===== src/core/dio_defines.vh =====
// constants for the digital line and analog output control block
`ifndef DIO_DEFINES_VH
`define DIO_DEFINES_VH
`define DIO_NUM_LINES 23
`define DIO_FLEX_LO 0
`define DIO_FLEX_HI 7
`define DIO_EXT_LO 8
`define DIO_EXT_HI 15
`define DIO_CTRL_LO 16
`define DIO_CTRL_HI 19
`define DIO_MUX_LO 20
`define DIO_MUX_HI 22
`define DIO_CODE_W 12
`define DIO_CODE_IN_W 16
`define DIO_CODE_MAX 16'h0FFF
`define DIO_CODE_MIN 12'h000
`define DIO_CLK_MHZ 200
`define DIO_HOLD_MS 100
`define DIO_HOLD_CYCLES (`DIO_HOLD_MS * 1000 * `DIO_CLK_MHZ)
`define DIO_TMR_FUNCS 6
`define DIO_CNT_FUNCS 2
`define DIO_FACT_DIR 23'h000000
`define DIO_FACT_OUT 23'h000000
`define DIO_FACT_DAC_EN 1'b1
`endif


===== src/core/dio_ctrl.v =====
// digital line state control and analog output code/enable control
`timescale 1ns/1ps
`include "dio_defines.vh"
// Functional notes
// - lines 0-7 flex, 8-15 extended, 16-19 control group, 20-22 mux select
// - every line is input, output-high or output-low, set independently
// - input weakly pulled up; output-high drives 3.3 V; output-low drives ground
// - power-up line states user configurable; factory default is all inputs
// - lines hold factory default about 100 ms before user power-up state
// - line n maps to bit n; direction 1 is output, 0 input
// - flex lines default to digital i/o, may go to 6 timers, 2 counters
// - mux lines are ordinary lines and also drive external mux control
// - one transfer command both updates and reads back all line states
// - two analog channels, each set by a 12-bit code
// - one shared enable; disabled means both outputs high impedance
// - analog power-up enable and code configurable; factory enabled at minimum
// - analog outputs hold factory default about 100 ms after power-up
module dio_ctrl #(
   parameter [31:0] HOLD_CYCLES = `DIO_HOLD_CYCLES
) (
   // clock and reset
   input wire i_clock,
   input wire i_arst_n,
   // user power-up settings, from non-volatile storage
   input wire [22:0] i_pwrup_dir,
   input wire [22:0] i_pwrup_out,
   input wire i_pwrup_dac_en,
   input wire [15:0] i_pwrup_dac0,
   input wire [15:0] i_pwrup_dac1,
   // transfer command: update and read back all lines
   input wire i_xfer_req,
   input wire [22:0] i_xfer_dir_mask,
   input wire [22:0] i_xfer_dir,
   input wire [22:0] i_xfer_out_mask,
   input wire [22:0] i_xfer_out,
   output reg o_xfer_ack,
   output reg [22:0] o_xfer_state,
   output reg [22:0] o_xfer_dir,
   // analog output commands
   input wire i_dac_wr,
   input wire i_dac_sel,
   input wire [15:0] i_dac_code,
   input wire i_dac_en_wr,
   input wire i_dac_en,
   // flex line function select: 1 hands line to timer/counter
   input wire [7:0] i_flex_func_sel,
   input wire [7:0] i_flex_func_out,
   input wire [7:0] i_flex_func_oe,
   // digital line pins
   input wire [22:0] i_line_in,
   output reg [22:0] o_line_out,
   output reg [22:0] o_line_oe,
   output reg [22:0] o_line_pullup,
   output reg [2:0] o_mux_select_line,
   output reg [7:0] o_flex_func_in,
   // converter outputs
   output reg [11:0] o_dac0_code,
   output reg [11:0] o_dac1_code,
   output reg o_dac_en,
   output reg o_hold_active
);
   // ****************************************
   // states
   // ****************************************
   localparam [1:0] ST_HOLD = 2'b01;
   localparam [1:0] ST_RUN = 2'b10;
   reg [1:0] state_r;
   reg [31:0] hold_cnt_r;
   reg [22:0] dir_r;
   reg [22:0] out_r;
   reg [11:0] dac0_r;
   reg [11:0] dac1_r;
   reg dac_en_r;
   wire [22:0] pin_sync;
   wire [22:0] dir_nxt;
   wire [22:0] out_nxt;
   wire run_w;
   // ****************************************
   // pin synchroniser
   // ****************************************
   // pins are asynchronous; two flops before any logic reads them
   dio_sync_bank u_sync (
      .i_clock(i_clock),
      .i_arst_n(i_arst_n),
      .i_async(i_line_in),
      .o_sync(pin_sync)
   );
   // ****************************************
   // code clamp
   // ****************************************
   // clamp out-of-range codes at the top; unsigned so no lower clamp needed
   function [11:0] clamp_code;
      input [15:0] c;
      begin
         if (c > `DIO_CODE_MAX)
            clamp_code = {`DIO_CODE_W{1'b1}};
         else
            clamp_code = c[11:0];
      end
   endfunction
   // ****************************************
   // power-up hold and run
   // ****************************************
   // user settings only sampled after hold, never under reset
   always @(posedge i_clock or negedge i_arst_n) begin
      if (!i_arst_n) begin
         state_r <= ST_HOLD;
         hold_cnt_r <= 32'h00000000;
         dir_r <= `DIO_FACT_DIR;
         out_r <= `DIO_FACT_OUT;
         dac0_r <= `DIO_CODE_MIN;
         dac1_r <= `DIO_CODE_MIN;
         dac_en_r <= `DIO_FACT_DAC_EN;
      end else begin
         case (state_r)
            ST_HOLD: begin
               // commands ignored while factory defaults held
               if (hold_cnt_r >= HOLD_CYCLES - 32'h00000001) begin
                  state_r <= ST_RUN;
                  dir_r <= i_pwrup_dir;
                  out_r <= i_pwrup_out;
                  dac_en_r <= i_pwrup_dac_en;
                  dac0_r <= clamp_code(i_pwrup_dac0);
                  dac1_r <= clamp_code(i_pwrup_dac1);
               end else begin
                  // counter stops at terminal count; only reset starts the hold again
                  hold_cnt_r <= hold_cnt_r + 32'h00000001;
               end
            end
            ST_RUN: begin
               if (i_xfer_req) begin
                  dir_r <= dir_nxt;
                  out_r <= out_nxt;
               end
               if (i_dac_wr) begin
                  if (i_dac_sel)
                     dac1_r <= clamp_code(i_dac_code);
                  else
                     dac0_r <= clamp_code(i_dac_code);
               end
               if (i_dac_en_wr)
                  dac_en_r <= i_dac_en;
            end
            default: state_r <= ST_HOLD;
         endcase
      end
   end
   // masked per-bit update, line n at bit n
   assign dir_nxt = (dir_r & ~i_xfer_dir_mask) | (i_xfer_dir & i_xfer_dir_mask);
   assign out_nxt = (out_r & ~i_xfer_out_mask) | (i_xfer_out & i_xfer_out_mask);
   assign run_w = (state_r == ST_RUN);
   // ****************************************
   // pin drive
   // ****************************************
   genvar g;
   generate
      for (g = 0; g < `DIO_NUM_LINES; g = g + 1) begin : g_line
         wire fn;
         wire oe;
         wire lvl;
         if (g <= `DIO_FLEX_HI) begin : g_flex
            // timer/counter may not take a line during the factory hold
            assign fn = i_flex_func_sel[g] & run_w;
         end else begin : g_plain
            assign fn = 1'b0;
         end
         if (g <= `DIO_FLEX_HI) begin : g_fsrc
            assign oe = fn ? i_flex_func_oe[g] : dir_r[g];
            assign lvl = fn ? i_flex_func_out[g] : out_r[g];
         end else begin : g_dsrc
            assign oe = dir_r[g];
            assign lvl = out_r[g];
         end
         always @(posedge i_clock or negedge i_arst_n) begin
            if (!i_arst_n) begin
               o_line_oe[g] <= 1'b0;
               o_line_out[g] <= 1'b0;
               o_line_pullup[g] <= 1'b1;
            end else begin
               o_line_oe[g] <= oe;
               o_line_out[g] <= lvl;
               o_line_pullup[g] <= ~oe;
            end
         end
      end
   endgenerate
   // ****************************************
   // outputs
   // ****************************************
   always @(posedge i_clock or negedge i_arst_n) begin
      if (!i_arst_n) begin
         o_xfer_ack <= 1'b0;
         o_xfer_state <= 23'h7FFFFF;
         o_xfer_dir <= 23'h000000;
         o_mux_select_line <= 3'h0;
         o_flex_func_in <= 8'hFF;
         o_dac0_code <= `DIO_CODE_MIN;
         o_dac1_code <= `DIO_CODE_MIN;
         o_dac_en <= `DIO_FACT_DAC_EN;
         o_hold_active <= 1'b1;
      end else begin
         // requests during the hold vanish without an answer
         o_xfer_ack <= i_xfer_req && run_w;
         if (i_xfer_req && run_w) begin
            // output lines report the driven level, inputs the pin
            o_xfer_state <= (pin_sync & ~dir_nxt) | (out_nxt & dir_nxt);
            o_xfer_dir <= dir_nxt;
         end
         o_mux_select_line <= out_r[`DIO_MUX_HI:`DIO_MUX_LO];
         o_flex_func_in <= pin_sync[`DIO_FLEX_HI:`DIO_FLEX_LO];
         // codes stay held while disabled so re-enable restores them
         o_dac0_code <= dac0_r;
         o_dac1_code <= dac1_r;
         o_dac_en <= dac_en_r;
         o_hold_active <= (state_r == ST_HOLD);
      end
   end
endmodule // dio_ctrl


===== src/core/dio_sync_bank.v =====
// two-stage synchroniser bank for the digital line pin levels
`timescale 1ns/1ps
module dio_sync_bank (
   // clock and reset
   input wire i_clock,
   input wire i_arst_n,
   // asynchronous pin levels
   input wire [22:0] i_async,
   // synchronised levels
   output reg [22:0] o_sync
);
   reg [22:0] meta_r;
   always @(posedge i_clock or negedge i_arst_n) begin
      if (!i_arst_n) begin
         meta_r <= 23'h7FFFFF;
         o_sync <= 23'h7FFFFF;
      end else begin
         meta_r <= i_async;
         o_sync <= meta_r;
      end
   end
endmodule // dio_sync_bank


===== config.mk =====
export PLATFORM = sky130hd
export DESIGN_NAME = dio_ctrl
export DESIGN_NICKNAME = d
export VERILOG_FILES = /design/src/core/dio_ctrl.v /design/src/core/dio_sync_bank.v
export VERILOG_INCLUDE_DIRS = /design/src /design/src/core
export SDC_FILE = /design/constraint.sdc
export NUM_CORES = 1
export LEC_CHECK = 0
export BUFFER_PORTS_ARGS = -buffer_cell sky130_fd_sc_hd__buf_2
export CORE_ASPECT_RATIO = 0.8
export CORE_MARGIN = 2
export CORE_UTILIZATION = 25
export CTS_CLUSTER_SIZE = 8
export DETAILED_ROUTE_END_ITERATION = 10
export HOLD_SLACK_MARGIN = 0.02
export PLACE_DENSITY = 0.58
export REMOVE_ABC_BUFFERS = 1
export SYNTH_ARGS = -nofsm -noshare
export SYNTH_HDL_FRONTEND = slang
export SYNTH_SLANG_ARGS = --single-unit

===== constraint.sdc =====
create_clock -name i_clock -period 3 [get_ports i_clock]
set_input_delay 0.15 -clock i_clock [delete_from_list [all_inputs] [get_ports i_clock]]
set_output_delay 0.15 -clock i_clock [all_outputs]
set_load 0.02 [all_outputs]

==> results.md, run 1 <==
* Outcome: finished, final reports clean
* Worst Tran Pin Value at 0.8248 ns
* Row Count at 70
* Register area share after synthesis at 0.6668
* Layout cells sized above 1 at 0.4061
* Clock Skews at 0.01263 ns
* Fin. Hold Viols at 0
* Pre-Repair DR Iteration Count at 5
* EDFF count, synth at 0
* Worst-skew pair later-pin latency at 0.54 ns
* RePlAce Congestion at 0.7772
* Vias at 9,255
* Final setup viols at 0
* Grt met1 use at 0.1984
* Placeable Area at 45,540 sq um
* Worst hold path type: in2reg
* CTS Hold Bufs at 180
* Post-CTS Setup Bufs at 0
* Yosys cell types at 44
* Slew HR at 0.4488
* Num CTS Buffers at 43
* CTS tree: done
* Wirelength per Cell at 17.10 microns
* Crit Path Class: reg2reg
* Ys flop type: dfrtp_1
* Remaining global-route overflow at 0
* GR peak layer: met2
* Remaining DRCs at 0
* Final wirelength at 36.68 mm
* Die H at 195.8 microns
* R2R Setup Slk at 0.24 ns
* Pleak at 8.546 nW
* Pwr Density at 528.8 nW/um^2
* Post-synthesis async set-or-reset flop share at 1.000
* WHS at 0.02592 ns
* CTS clk-pin slew, worst paths at 0.05 ns
* Largest area contributor in the netlist: dfrtp_1
* I/O pins at 394
* Top cell type's share of synthesized area at 0.4290
* Synth Warn # at 0
* CP Capture Type: flip-flop
* # Max-Cap Violations at 0
* Top cells by count, synth: 197 x dfrtp_1, 145 x nand2_1, 104 x dfstp_2, 71 x o21ai_0, 69 x mux2i_1
* Initial antenna violation count at 6
* Avg Synthesized Cell Area at 12.60 sq um
* Required @ worst endpoint at 3.47 ns
* Post-Synthesis Cell Area at 11,490 sq um
* M3 GR Usage at 0.03488
* Final ANT Viol Nets at 0
* # nets final at 1,739
* Port Buf Inserts at 393
* DP HPWL at 24.90 mm
* Min cycle time layout at 2.758 ns
* Cells after Synth at 912
* Largest net degree at the start of global routing at 124
* # fillers at 4,429
* Fmax at 362.6 MHz
* Vias per cell at 4.315
* Peak VDD IR at 0.3931 mV
* Arrival @ worst endpoint at 3.23 ns
* Post-cts sizing count at 0
* Area Growth Syn to Fin at 49.89%
* Design Area, Final at 17,220 sq um
* Final Max Tran Viols at 0
* Placed Area at 14,200 sq um
* M2 GR Usage at 0.2414
* Synth area leaders: dfrtp_1 43%, dfstp_2 24%, mux2i_1 6.0%
* Die area at 47,710 sq um
* Startpoint types: flip-flop
* Crit-path max FO at 15
* CTS Sinks at 301
* Initial core utilization at 0.2523
* Yosys reg bits at 301
* Clock buffer depth at 3
* Total GRT Usage at 0.1505
* Initial DRC count at 412
* Setup TNS at 0 ns
* Number of global-route vias before repair at 9,710
* Die width at 243.7 microns
* RSZ-0062 raised after global routing: no
* Tcrit/Tclk final at 0.9192
* Count leader, synth: dfrtp_1
* First-pass GRT wire length at 55.63 mm
* Number of H-tree levels at 2
* Clock Root Buffer: clkbuf_16
-- where the power goes --
group	internal, mW	switching [mW]	leakage, nW
clock	2.67	1.73	0.573
combinational	0.312	0.243	4.30
sequential	4.14	0.0127	3.67
-- per-stage QoR --
step,setup WS (ns),cells,power (mW),util
after floorplan,-3.551,858,4.304,-
final,0.2423,2145,9.109,0.3782
after detailed placement,0.2191,1884,4.617,0.3119
after global placement,0.3182,1884,4.611,0.3119
after global routing,0.02129,2145,9.483,0.3782
after CTS,0.2008,2141,9.256,0.3780
-- flip-flops by register name (all words and copies together) (netlist names) --
register,flops
o_dac0_code,12
o_xfer_ack,1
o_line_out,21
state_r,2
hold_cnt_r,32
o_dac_en,1
o_flex_func_in,8
o_line_oe,23
dac_en_r,1
u_sync.o_sync,23
out_r,23
o_hold_active,1
dac1_r,12
o_dac1_code,12
o_xfer_dir,23
dac0_r,12
o_xfer_state,23
o_mux_select_line,2
o_line_pullup,23
u_sync.meta_r,23
dir_r,23
-- cells by family after synthesis --
family,count (synthesis),share of synthesized area
multiplexers,101,0.09146
adder cells (fa/ha/maj),1,0.001089
flip-flops,301,0.6668
AND/OR/NAND/NOR,250,0.09669
buffers and inverters,81,0.03212
AO/OA/AOI/OAI,155,0.09429
XOR/XNOR,23,0.01753
-- path summary, 6_finish.rpt --
kind                                            start                          to  cells after the start
max in group asynchronous                    i_arst_n    o_dac0_code[7]$_DFF_PN0_                      4
min in group asynchronous                    i_arst_n  o_xfer_dir[15]$_DFFE_PN0P_                      2
hold reg to reg            u_sync.meta_r[9]$_DFF_PN1_  u_sync.o_sync[9]$_DFF_PN1_                      0
setup / recovery           hold_cnt_r[29]$_DFFE_PN0P_        dac_en_r$_DFFE_PN1P_                      7
hold / removal                             i_xfer_req        o_xfer_ack$_DFF_PN0_                      3
setup reg to reg           hold_cnt_r[29]$_DFFE_PN0P_        dac_en_r$_DFFE_PN1P_                      7
-- worst max-delay path, cell delays in order, from the launching register on --
cell           delay [ns]
dfrtp_1              0.37
or4_1                0.54
nor4_2               0.21
nand3_2              0.21
nor2_2               0.54
nor3_1               0.09
nor3_1               0.18
dlygate4sd3_1        0.57
-- cell type report --
type | instances | area (sq um) | area share
multi-input cells | 530 | 3477 | 0.2019
inverters | 27 | 101.3 | 0.005884
diodes | 4 | 10.01 | 0.0005811
clock buffers | 76 | 1200 | 0.06966
repair buffers | 594 | 3999 | 0.2322
well taps | 612 | 765.7 | 0.04446
clock inverters | 1 | 8.758 | 0.0005085
flip-flops and latches | 301 | 7662 | 0.4449
-- layer usage --
layer | part of all wire | wire length, microns | vias up
met5 | 0.00035 | 13 | -
met4 | 0.023 | 835 | 2
met3 | 0.068 | 2491 | 61
met2 | 0.47 | 17190 | 352
met1 | 0.44 | 16150 | 4508
li1 | - | - | 4332
-- cell usage in the layout, fill, tap and decap left out, types with 2 or more instances in the layout --
cell type / Yosys / layout
buf_2: 4 / 392
dfrtp_1: 197 / 197
dlygate4sd3_1: 0 / 180
nand2_1: 145 / 144
dfstp_2: 104 / 104
o21ai_0: 71 / 71
mux2i_1: 69 / 69
o22ai_1: 56 / 56
nor2_1: 48 / 48
clkbuf_16: 0 / 43
clkbuf_1: 36 / 33
mux2_2: 32 / 32
inv_1: 26 / 26
xnor2_1: 19 / 19
o32ai_2: 17 / 17
buf_4: 7 / 16
nand4_1: 13 / 13
nand3_1: 9 / 9
and3_1: 7 / 7
o32ai_1: 6 / 6
nor4_1: 5 / 5
nor3_1: 5 / 5
buf_12: 0 / 5
diode_2: 0 / 4
xor2_1: 4 / 4
nor2b_1: 4 / 3
and4_1: 2 / 2
Note: power is estimated with default switching activity, not from simulation.
==> run 2: changes to the inputs <==
--- a/config.mk
+++ b/config.mk
@@ -8,2 +8,3 @@
 export LEC_CHECK = 0
+export ABC_AREA = 1
 export BUFFER_PORTS_ARGS = -buffer_cell sky130_fd_sc_hd__buf_2
@@ -15,3 +16,3 @@
 export HOLD_SLACK_MARGIN = 0.02
-export PLACE_DENSITY = 0.58
+export PLACE_DENSITY = 0.57
 export REMOVE_ABC_BUFFERS = 1
==> constraint.sdc (replaced) <==
create_clock -name i_clock -period 3 [get_ports i_clock]
set_input_delay 0.3 -clock i_clock [delete_from_list [all_inputs] [get_ports i_clock]]
set_output_delay 0.3 -clock i_clock [all_outputs]
set_load 0.02 [all_outputs]
==> results.md, run 2 <==
* Post-route insts no fill at 2,374 (+11%)
* Crit Path Class: reg2reg
* Worst hold path type: in2reg
* Post-Synthesis Cell Area at 12,120 sq um (+5.5%)
* Yosys reg bits at 301 (unchanged)
* # Max-Cap Violations at 0 (unchanged)
* Worst Tran Pin Value at 0.7023 ns (-0.1225 ns)
* Count leader, synth: nand2_1
* CTS tree: done
* Arrival @ worst endpoint at 2.67 ns (-0.56 ns)
* Num CTS Buffers at 43 (unchanged)
* RePlAce Congestion at 0.8932 (+15%)
* Pwr Density at 554.4 nW/um^2 (+4.8%)
* Row Count at 72 (+2.9%)
* Top cells by count, synth: 476 x nand2_1, 197 x dfrtp_1, 140 x o21ai_0, 104 x dfstp_2, 83 x nand3_1
* Required @ worst endpoint at 3.44 ns (-0.03 ns)
* Remaining DRCs at 0 (unchanged)
* Reg2reg start: state_r[0]$_DFFE_PN1P_
* Wirelength per Cell at 16.00 microns (-6.4%)
* Remaining global-route overflow at 0 (unchanged)
* Initial antenna violation count at 3 (-3)
* I/O pins at 394 (unchanged)
* Outcome: finished, final reports clean
* Initial DRC count at 438 (+6.3%)
* ANT cells at 0 (-4)
* Min cycle time layout at 2.230 ns (-0.5275 ns)
* Tcrit/Tclk final at 0.7434 (-0.1758)
* DP HPWL at 27.33 mm (+9.8%)
* Die width at 250.2 microns (+2.7%)
* RSZ-0062 raised after global routing: no
* Die H at 200.9 microns (+2.6%)
* Area of the multi-input gates at 3923 sq um (+13%)
* Fin. Hold Viols at 0 (unchanged)
* Pre-Repair DR Iteration Count at 5 (unchanged)
* Die area at 50,270 sq um (+5.4%)
* Fin util at 0.3417 (-0.03653)
* Cells after Synth at 1,277 (+40%)
* Worst-skew pair later-pin latency at 0.56 ns (+0.02 ns)
* Initial core utilization at 0.2520 (-0.0003570)
* Peak VDD IR at 0.4439 mV (+13%)
* Pleak at 8.694 nW (+1.7%)
* Total GRT Usage at 0.1500 (-0.0004903)
* Clock Skews at 0.02947 ns (+0.01684 ns)
* Placed Area at 14,790 sq um (+4.1%)
* Ys flop type: dfrtp_1
* Vias at 10,240 (+11%)
* Adder-cell share of the synthesized area at 0.001032 (-0.00005654)
* Slew HR at 0.5269 (+0.07805)
* Clock buffer depth at 3 (unchanged)
* # fillers at 5,007 (+13%)
* Compound-Gate Fraction of Synth Area at 0.07237 (-0.02193)
* Largest area contributor in the netlist: dfrtp_1
* Most frequent cells in the layout: 474 x nand2_1, 392 x buf_2, 197 x dfrtp_1, 139 x o21ai_0, 104 x dfstp_2
* Startpoint types: flip-flop
* Number of global-route vias before repair at 10,460 (+7.7%)
* Final wirelength at 37.98 mm (+3.5%)
* CP Capture Type: flip-flop
* Synth area leaders: dfrtp_1 41%, dfstp_2 23%, nand2_1 15%
* Post-synthesis async set-or-reset flop share at 1.000 (unchanged)
* Hold_sp: i_pwrup_dac0[3]
* Multiplexer area fraction after synthesis at 0.02643 (-0.06504)
* Sequential cell area at 7662 sq um (unchanged)
* Final setup viols at 0 (unchanged)
* CTS Sinks at 301 (unchanged)
* R2R Setup Slk at 0.77 ns (+0.53 ns)
* Simple logic cell fraction of the synthesized area at 0.2074 (+0.1107)
* EDFF count, synth at 0 (unchanged)
* Cell count of the worst reg-to-reg path at 8 (+1)
* CTS clk-pin slew, worst paths at 0.06 ns (about the same)
* Largest register FFs at 32 (unchanged)
* Reg with most FFs: hold_cnt_r
* Largest net degree at the start of global routing at 86 (-31%)
* Register area share after synthesis at 0.6322 (-0.03462)
* Crit-path max FO at 81 (+66)
* # nets final at 1,955 (+12%)
* WHS at 0.05941 ns (+0.03349 ns)
* Top cell type's share of synthesized area at 0.4067 (-0.02228)
* Final Max Tran Viols at 0 (unchanged)
* Post-Place Cells at 2,258 (+20%)
* Avg Synthesized Cell Area at 9.491 sq um (-25%)
* Synth Area in XOR/XNOR at 0.01517 (-0.002356)
* Clock Root Buffer: clkbuf_16
* Final ANT Viol Nets at 0 (unchanged)
* Layout cells sized above 1 at 0.3358 (-0.07033)
* First-pass GRT wire length at 59.32 mm (+6.6%)
* Number of H-tree levels at 2 (unchanged)
* Vias per cell at 4.314 (about the same)
* Port Buf Inserts at 393 (unchanged)
* Yosys cell types at 31 (-30%)
* Commonest non-fill, non-tap cell in the layout: nand2_1
* Post-CTS Setup Bufs at 0 (unchanged)
* Largest family of logic cells by synthesized area: simple AND/OR/NAND/NOR gates
* Hold path endpoint: dac0_r[3]$_DFFE_PN0P_
* R2r endpoint: o_xfer_dir[5]$_DFFE_PN0P_
* Design Area, Final at 16,440 sq um (-4.6%)
* Area Growth Syn to Fin at 35.60%
* Synth Warn # at 0 (unchanged)
* Placeable Area at 48,110 sq um (+5.6%)
* Crit. Startpoint: state_r[0]$_DFFE_PN1P_
* Fmax at 448.4 MHz (+24%)
* Worst Hold Depth at 5 (+2)
## run 2: cell types whose count changed in the layout (fill, tap and decap cells not counted), moves of 17 or more
cell           change
a21oi_1           +23
dlygate4sd3_1    -141
inv_1             +41
mux2_2            -24
mux2i_1           -46
nand2_1          +330
nand3_1           +74
o21ai_0           +68
o22ai_1           -56
o32ai_2           -17
## run 2: cell families (layout without fill, tap and decap cells)
kind of cell,Yosys count,after routing
buffers and inverters,129,597
and+or+nand+nor,620,620
DFF,301,301
adders and majority gates,1,1
xor gates and xnor gates,21,21
AOI/OAI and AO/OA,174,174
muxes,31,31
## run 2: worst max-delay path by stage
stage | depth (start not counted) | end | slack, ns
floorplan | 8 | dir_r[0]$_DFFE_PN0P_ | -2.15
global placement | 6 | dir_r[16]$_DFFE_PN0P_ | 0.67
detailed placement | 10 | dir_r[19]$_DFFE_PN0P_ | 0.78
CTS | 10 | out_r[11]$_DFFE_PN0P_ | 0.75
global route | 10 | dir_r[22]$_DFFE_PN0P_ | 0.52
finish | 8 | o_xfer_dir[5]$_DFFE_PN0P_ | 0.77
## run 2: what timing repair did
| item | CTS | global route |
|---|---|---|
| hold buffers | 39 | 0 |
| gates resized for setup | 0 | 0 |
| hold endpoints to repair | 82 | 0 |
## run 2: stage by stage
step / setup TNS, ns / setup slack, ns / total power [mW]
after detailed placement: 0 / 0.7775 / 4.598
after floorplan: -147.82 / -2.145 / 4.287
final: 0 / 0.7698 / 9.111
after global routing: 0 / 0.5199 / 9.503
after global placement: 0 / 0.6748 / 4.595
after CTS: 0 / 0.7492 / 9.294
## run 2: cell type report
type / count / share of cell area
clock buffer: 74 / 0.07316
clock inverter: 3 / 0.003350
inverter: 69 / 0.01576
multi-input combinational: 847 / 0.2387
sequential: 301 / 0.4662
tap: 629 / 0.04788
timing repair buffer: 451 / 0.1550
## run 2: metal layers
layer	vias to the layer above	GRT usage	wire length, microns
met5	-	0	27
met4	4	0.04320	824
met3	66	0.03657	2519
met2	389	0.2365	17290
met1	4837	0.2047	17320
li1	4945	-	-
## run 2: where the power goes
group          leakage (nW)  total [mW]  internal [mW]  switching [mW]
clock                 0.595        4.55           2.71            1.83
combinational          4.27       0.417          0.195           0.222
sequential             3.83        4.15           4.14          0.0135
total                  8.69        9.11           7.04            2.07
## run 2: worst max-delay path: stages (launching register included)
cell	delay (ns)
dfstp_2	0.51
inv_1	0.07
nand2_4	0.20
inv_2	0.15
nand2_4	0.10
buf_12	0.24
inv_1	0.42
nand2_1	0.16
nand2_1	0.06
==> run 3: changes to the inputs <==
ABC_AREA = 0   (was 1)
PLACE_DENSITY = 0.59   (was 0.57)
clock period = 1.9 ns   (was 3 ns; I/O delays follow)
==> results.md, run 3 (synthesis gave the netlist of run 1 again) <==
* Outcome: finished with violations
* Post-route insts no fill at 2,176 (-8.3%)
* Fin. Hold Viols at 0 (unchanged)
* Num CTS Buffers at 43 (unchanged)
* Worst Tran Pin Value at 0.5925 ns (-0.1098 ns)
* Wirelength per Cell at 17.44 microns (+9.0%)
* Row Count at 70 (-2.8%)
* # nets final at 1,770 (-9.5%)
* R2r endpoint: dir_r[9]$_DFFE_PN0P_
* Tcrit/Tclk final at 1.143 (+0.3994)
* Number of H-tree levels at 2 (unchanged)
* Crit Path Class: reg2reg
* I/O pins at 394 (unchanged)
* First-pass GRT wire length at 56.18 mm (-5.3%)
* Hold_sp: i_xfer_req
* Pwr Density at 818.8 nW/um^2 (+48%)
* Vias at 9,435 (-7.9%)
* Slew HR at 0.6050 (+0.07817)
* Design Area, Final at 17,770 sq um (+8.1%)
* Peak per-stage delay on the critical path at 0.55 ns (+0.04 ns)
* R2R Setup Slk at -0.27 ns (-1.04 ns)
* Final ANT Viol Nets at 0 (unchanged)
* CTS clk-pin slew, worst paths at 0.05 ns (about the same)
* Crit-path max FO at 5 (-94%)
* Final Max Tran Viols at 0 (unchanged)
* Final setup viols at 97 (+97)
* Min cycle time layout at 2.171 ns (-0.05892 ns)
* RSZ-0062 raised after global routing: yes
* Worst-skew pair later-pin latency at 0.55 ns (about the same)
* Initial core utilization at 0.2523 (+0.0003570)
* Reg2reg start: hold_cnt_r[29]$_DFFE_PN0P_
* Number of global-route vias before repair at 10,050 (-3.9%)
* Pre-Repair DR Iteration Count at 4 (-1)
* Largest register FFs at 32 (unchanged)
* CTS tree: done
* Startpoint types: flip-flop
* # fillers at 4,373 (-13%)
* CP Capture Type: flip-flop
* Arrival @ worst endpoint at 2.64 ns (-0.03 ns)
* Remaining global-route overflow at 0 (unchanged)
* Clock buffer depth at 3 (unchanged)
* Initial DRC count at 383 (-13%)
* Worst hold path type: in2reg
* Placeable Area at 45,540 sq um (-5.3%)
* Largest net degree at the start of global routing at 124 (+44%)
* # Max-Cap Violations at 0 (unchanged)
* Final wirelength at 37.96 mm (about the same)
* Sequential cell area at 7662 sq um (unchanged)
* Worst Hold Depth at 3 (-2)
* Area Growth Syn to Fin at 54.68%
* Final setup margin at -0.2713 ns (-1.041 ns)
* Total GRT Usage at 0.1508 (+0.0007546)
* Placed Area at 14,620 sq um (-1.2%)
* CTS Sinks at 301 (unchanged)
* Die width at 243.7 microns (-2.6%)
* DP HPWL at 25.24 mm (-7.7%)
* Most frequent cells in the layout: 392 x buf_2, 197 x dfrtp_1, 144 x dlygate4sd3_1, 143 x nand2_1, 104 x dfstp_2
* Reg with most FFs: hold_cnt_r
* Die area at 47,710 sq um (-5.1%)
* Crit path max-delay cell type: or4_4
* Post-Place Cells at 1,934 (-14%)
* Hold path endpoint: o_xfer_ack$_DFF_PN0_
* Die H at 195.8 microns (-2.6%)
* Remaining DRCs at 0 (unchanged)
* Layout cells sized above 1 at 0.4536 (+0.1178)
* RePlAce Congestion at 0.8289 (-7.2%)
* Vias per cell at 4.336 (+0.51%)
* Clock Skews at 0.01932 ns (-0.01015 ns)
* Failing checks: setup timing
* CP Cell Sequence: or4_4, nor4_4, nand3_2, o21a_4, nor2_8, buf_12, clkbuf_16, mux2i_1
* Port Buf Inserts at 393 (unchanged)
* Area of the multi-input gates at 3655 sq um (-6.8%)
* Pleak at 8.827 nW (+1.5%)
* Crit. Startpoint: hold_cnt_r[29]$_DFFE_PN0P_
* Cell count of the worst reg-to-reg path at 8 (unchanged)
* Design Power at 14.55 mW (+60%)
* Peak VDD IR at 0.5653 mV (+27%)
* Required @ worst endpoint at 2.37 ns (-1.07 ns)
* Fmax at 460.6 MHz (+2.7%)
* Initial antenna violation count at 2 (-1)
* Clock Root Buffer: clkbuf_16
* Commonest non-fill, non-tap cell in the layout: buf_2
run 3: power by group:
group,switching [mW],internal [mW],total [mW]
Combinational,0.383,0.487,0.870
Sequential,0.0224,6.53,6.55
Clock,2.80,4.33,7.13
run 3: what timing repair did:
action,in CTS,in global routing
setup buffers,8,4
gates cloned,1,5
pin swaps,5,12
resized for setup,36,14
setup endpoints to repair,97,98
endpoints found under the hold margin,336,0
hold buffers,144,0
run 3: how the worst max path moves through the flow:
stage | endpoint | slack, ns
CTS | dir_r[22]$_DFFE_PN0P_ | -0.29
global placement | hold_cnt_r[23]$_DFFE_PN0P_ | -0.31
finish | dir_r[9]$_DFFE_PN0P_ | -0.27
global route | dir_r[16]$_DFFE_PN0P_ | -0.40
detailed placement | hold_cnt_r[23]$_DFFE_PN0P_ | -0.35
floorplan | out_r[0]$_DFFE_PN0P_ | -4.65
run 3: critical path: cells and delay by family (launching register included):
| kind | cells | cell delay, ns |
|---|---|---|
| DFF | 1 | 0.37 |
| AOI/OAI and AO/OA | 1 | 0.26 |
| buffers and inverters | 2 | 0.31 |
| muxes | 1 | 0.18 |
| and+or+nand+nor | 4 | 0.95 |
run 3: metrics by stage:
stage / util / hold slack [ns] / setup WS, ns / setup TNS (ns)
final: 0.3903 / 0.03957 / -0.2713 / -19.15
after global routing: 0.3903 / 0.04105 / -0.4033 / -32.51
after CTS: 0.3851 / 0.02150 / -0.2888 / -19.56
after detailed placement: 0.3209 / 0.1227 / -0.3525 / -24.09
after global placement: 0.3209 / 0.1196 / -0.3142 / -19.55
after floorplan: - / -0.1056 / -4.651 / -511.23
run 3: layout make-up:
class,count,area share
Multi-Input combinational cell,530,0.2056
Tap cell,612,0.04308
Inverter,27,0.005702
Clock inverter,3,0.001689
Sequential cell,301,0.4311
Antenna cell,1,0.0001408
Timing Repair Buffer,625,0.2438
Clock buffer,77,0.06891
run 3: metal layers:
layer	GRT usage	wire [microns]	vias up
li1	-	-	4401
met1	0.1913	16280	4615
met2	0.2563	18560	346
met3	0.03228	2197	73
met4	0.04855	920	0
met5	0	0	-
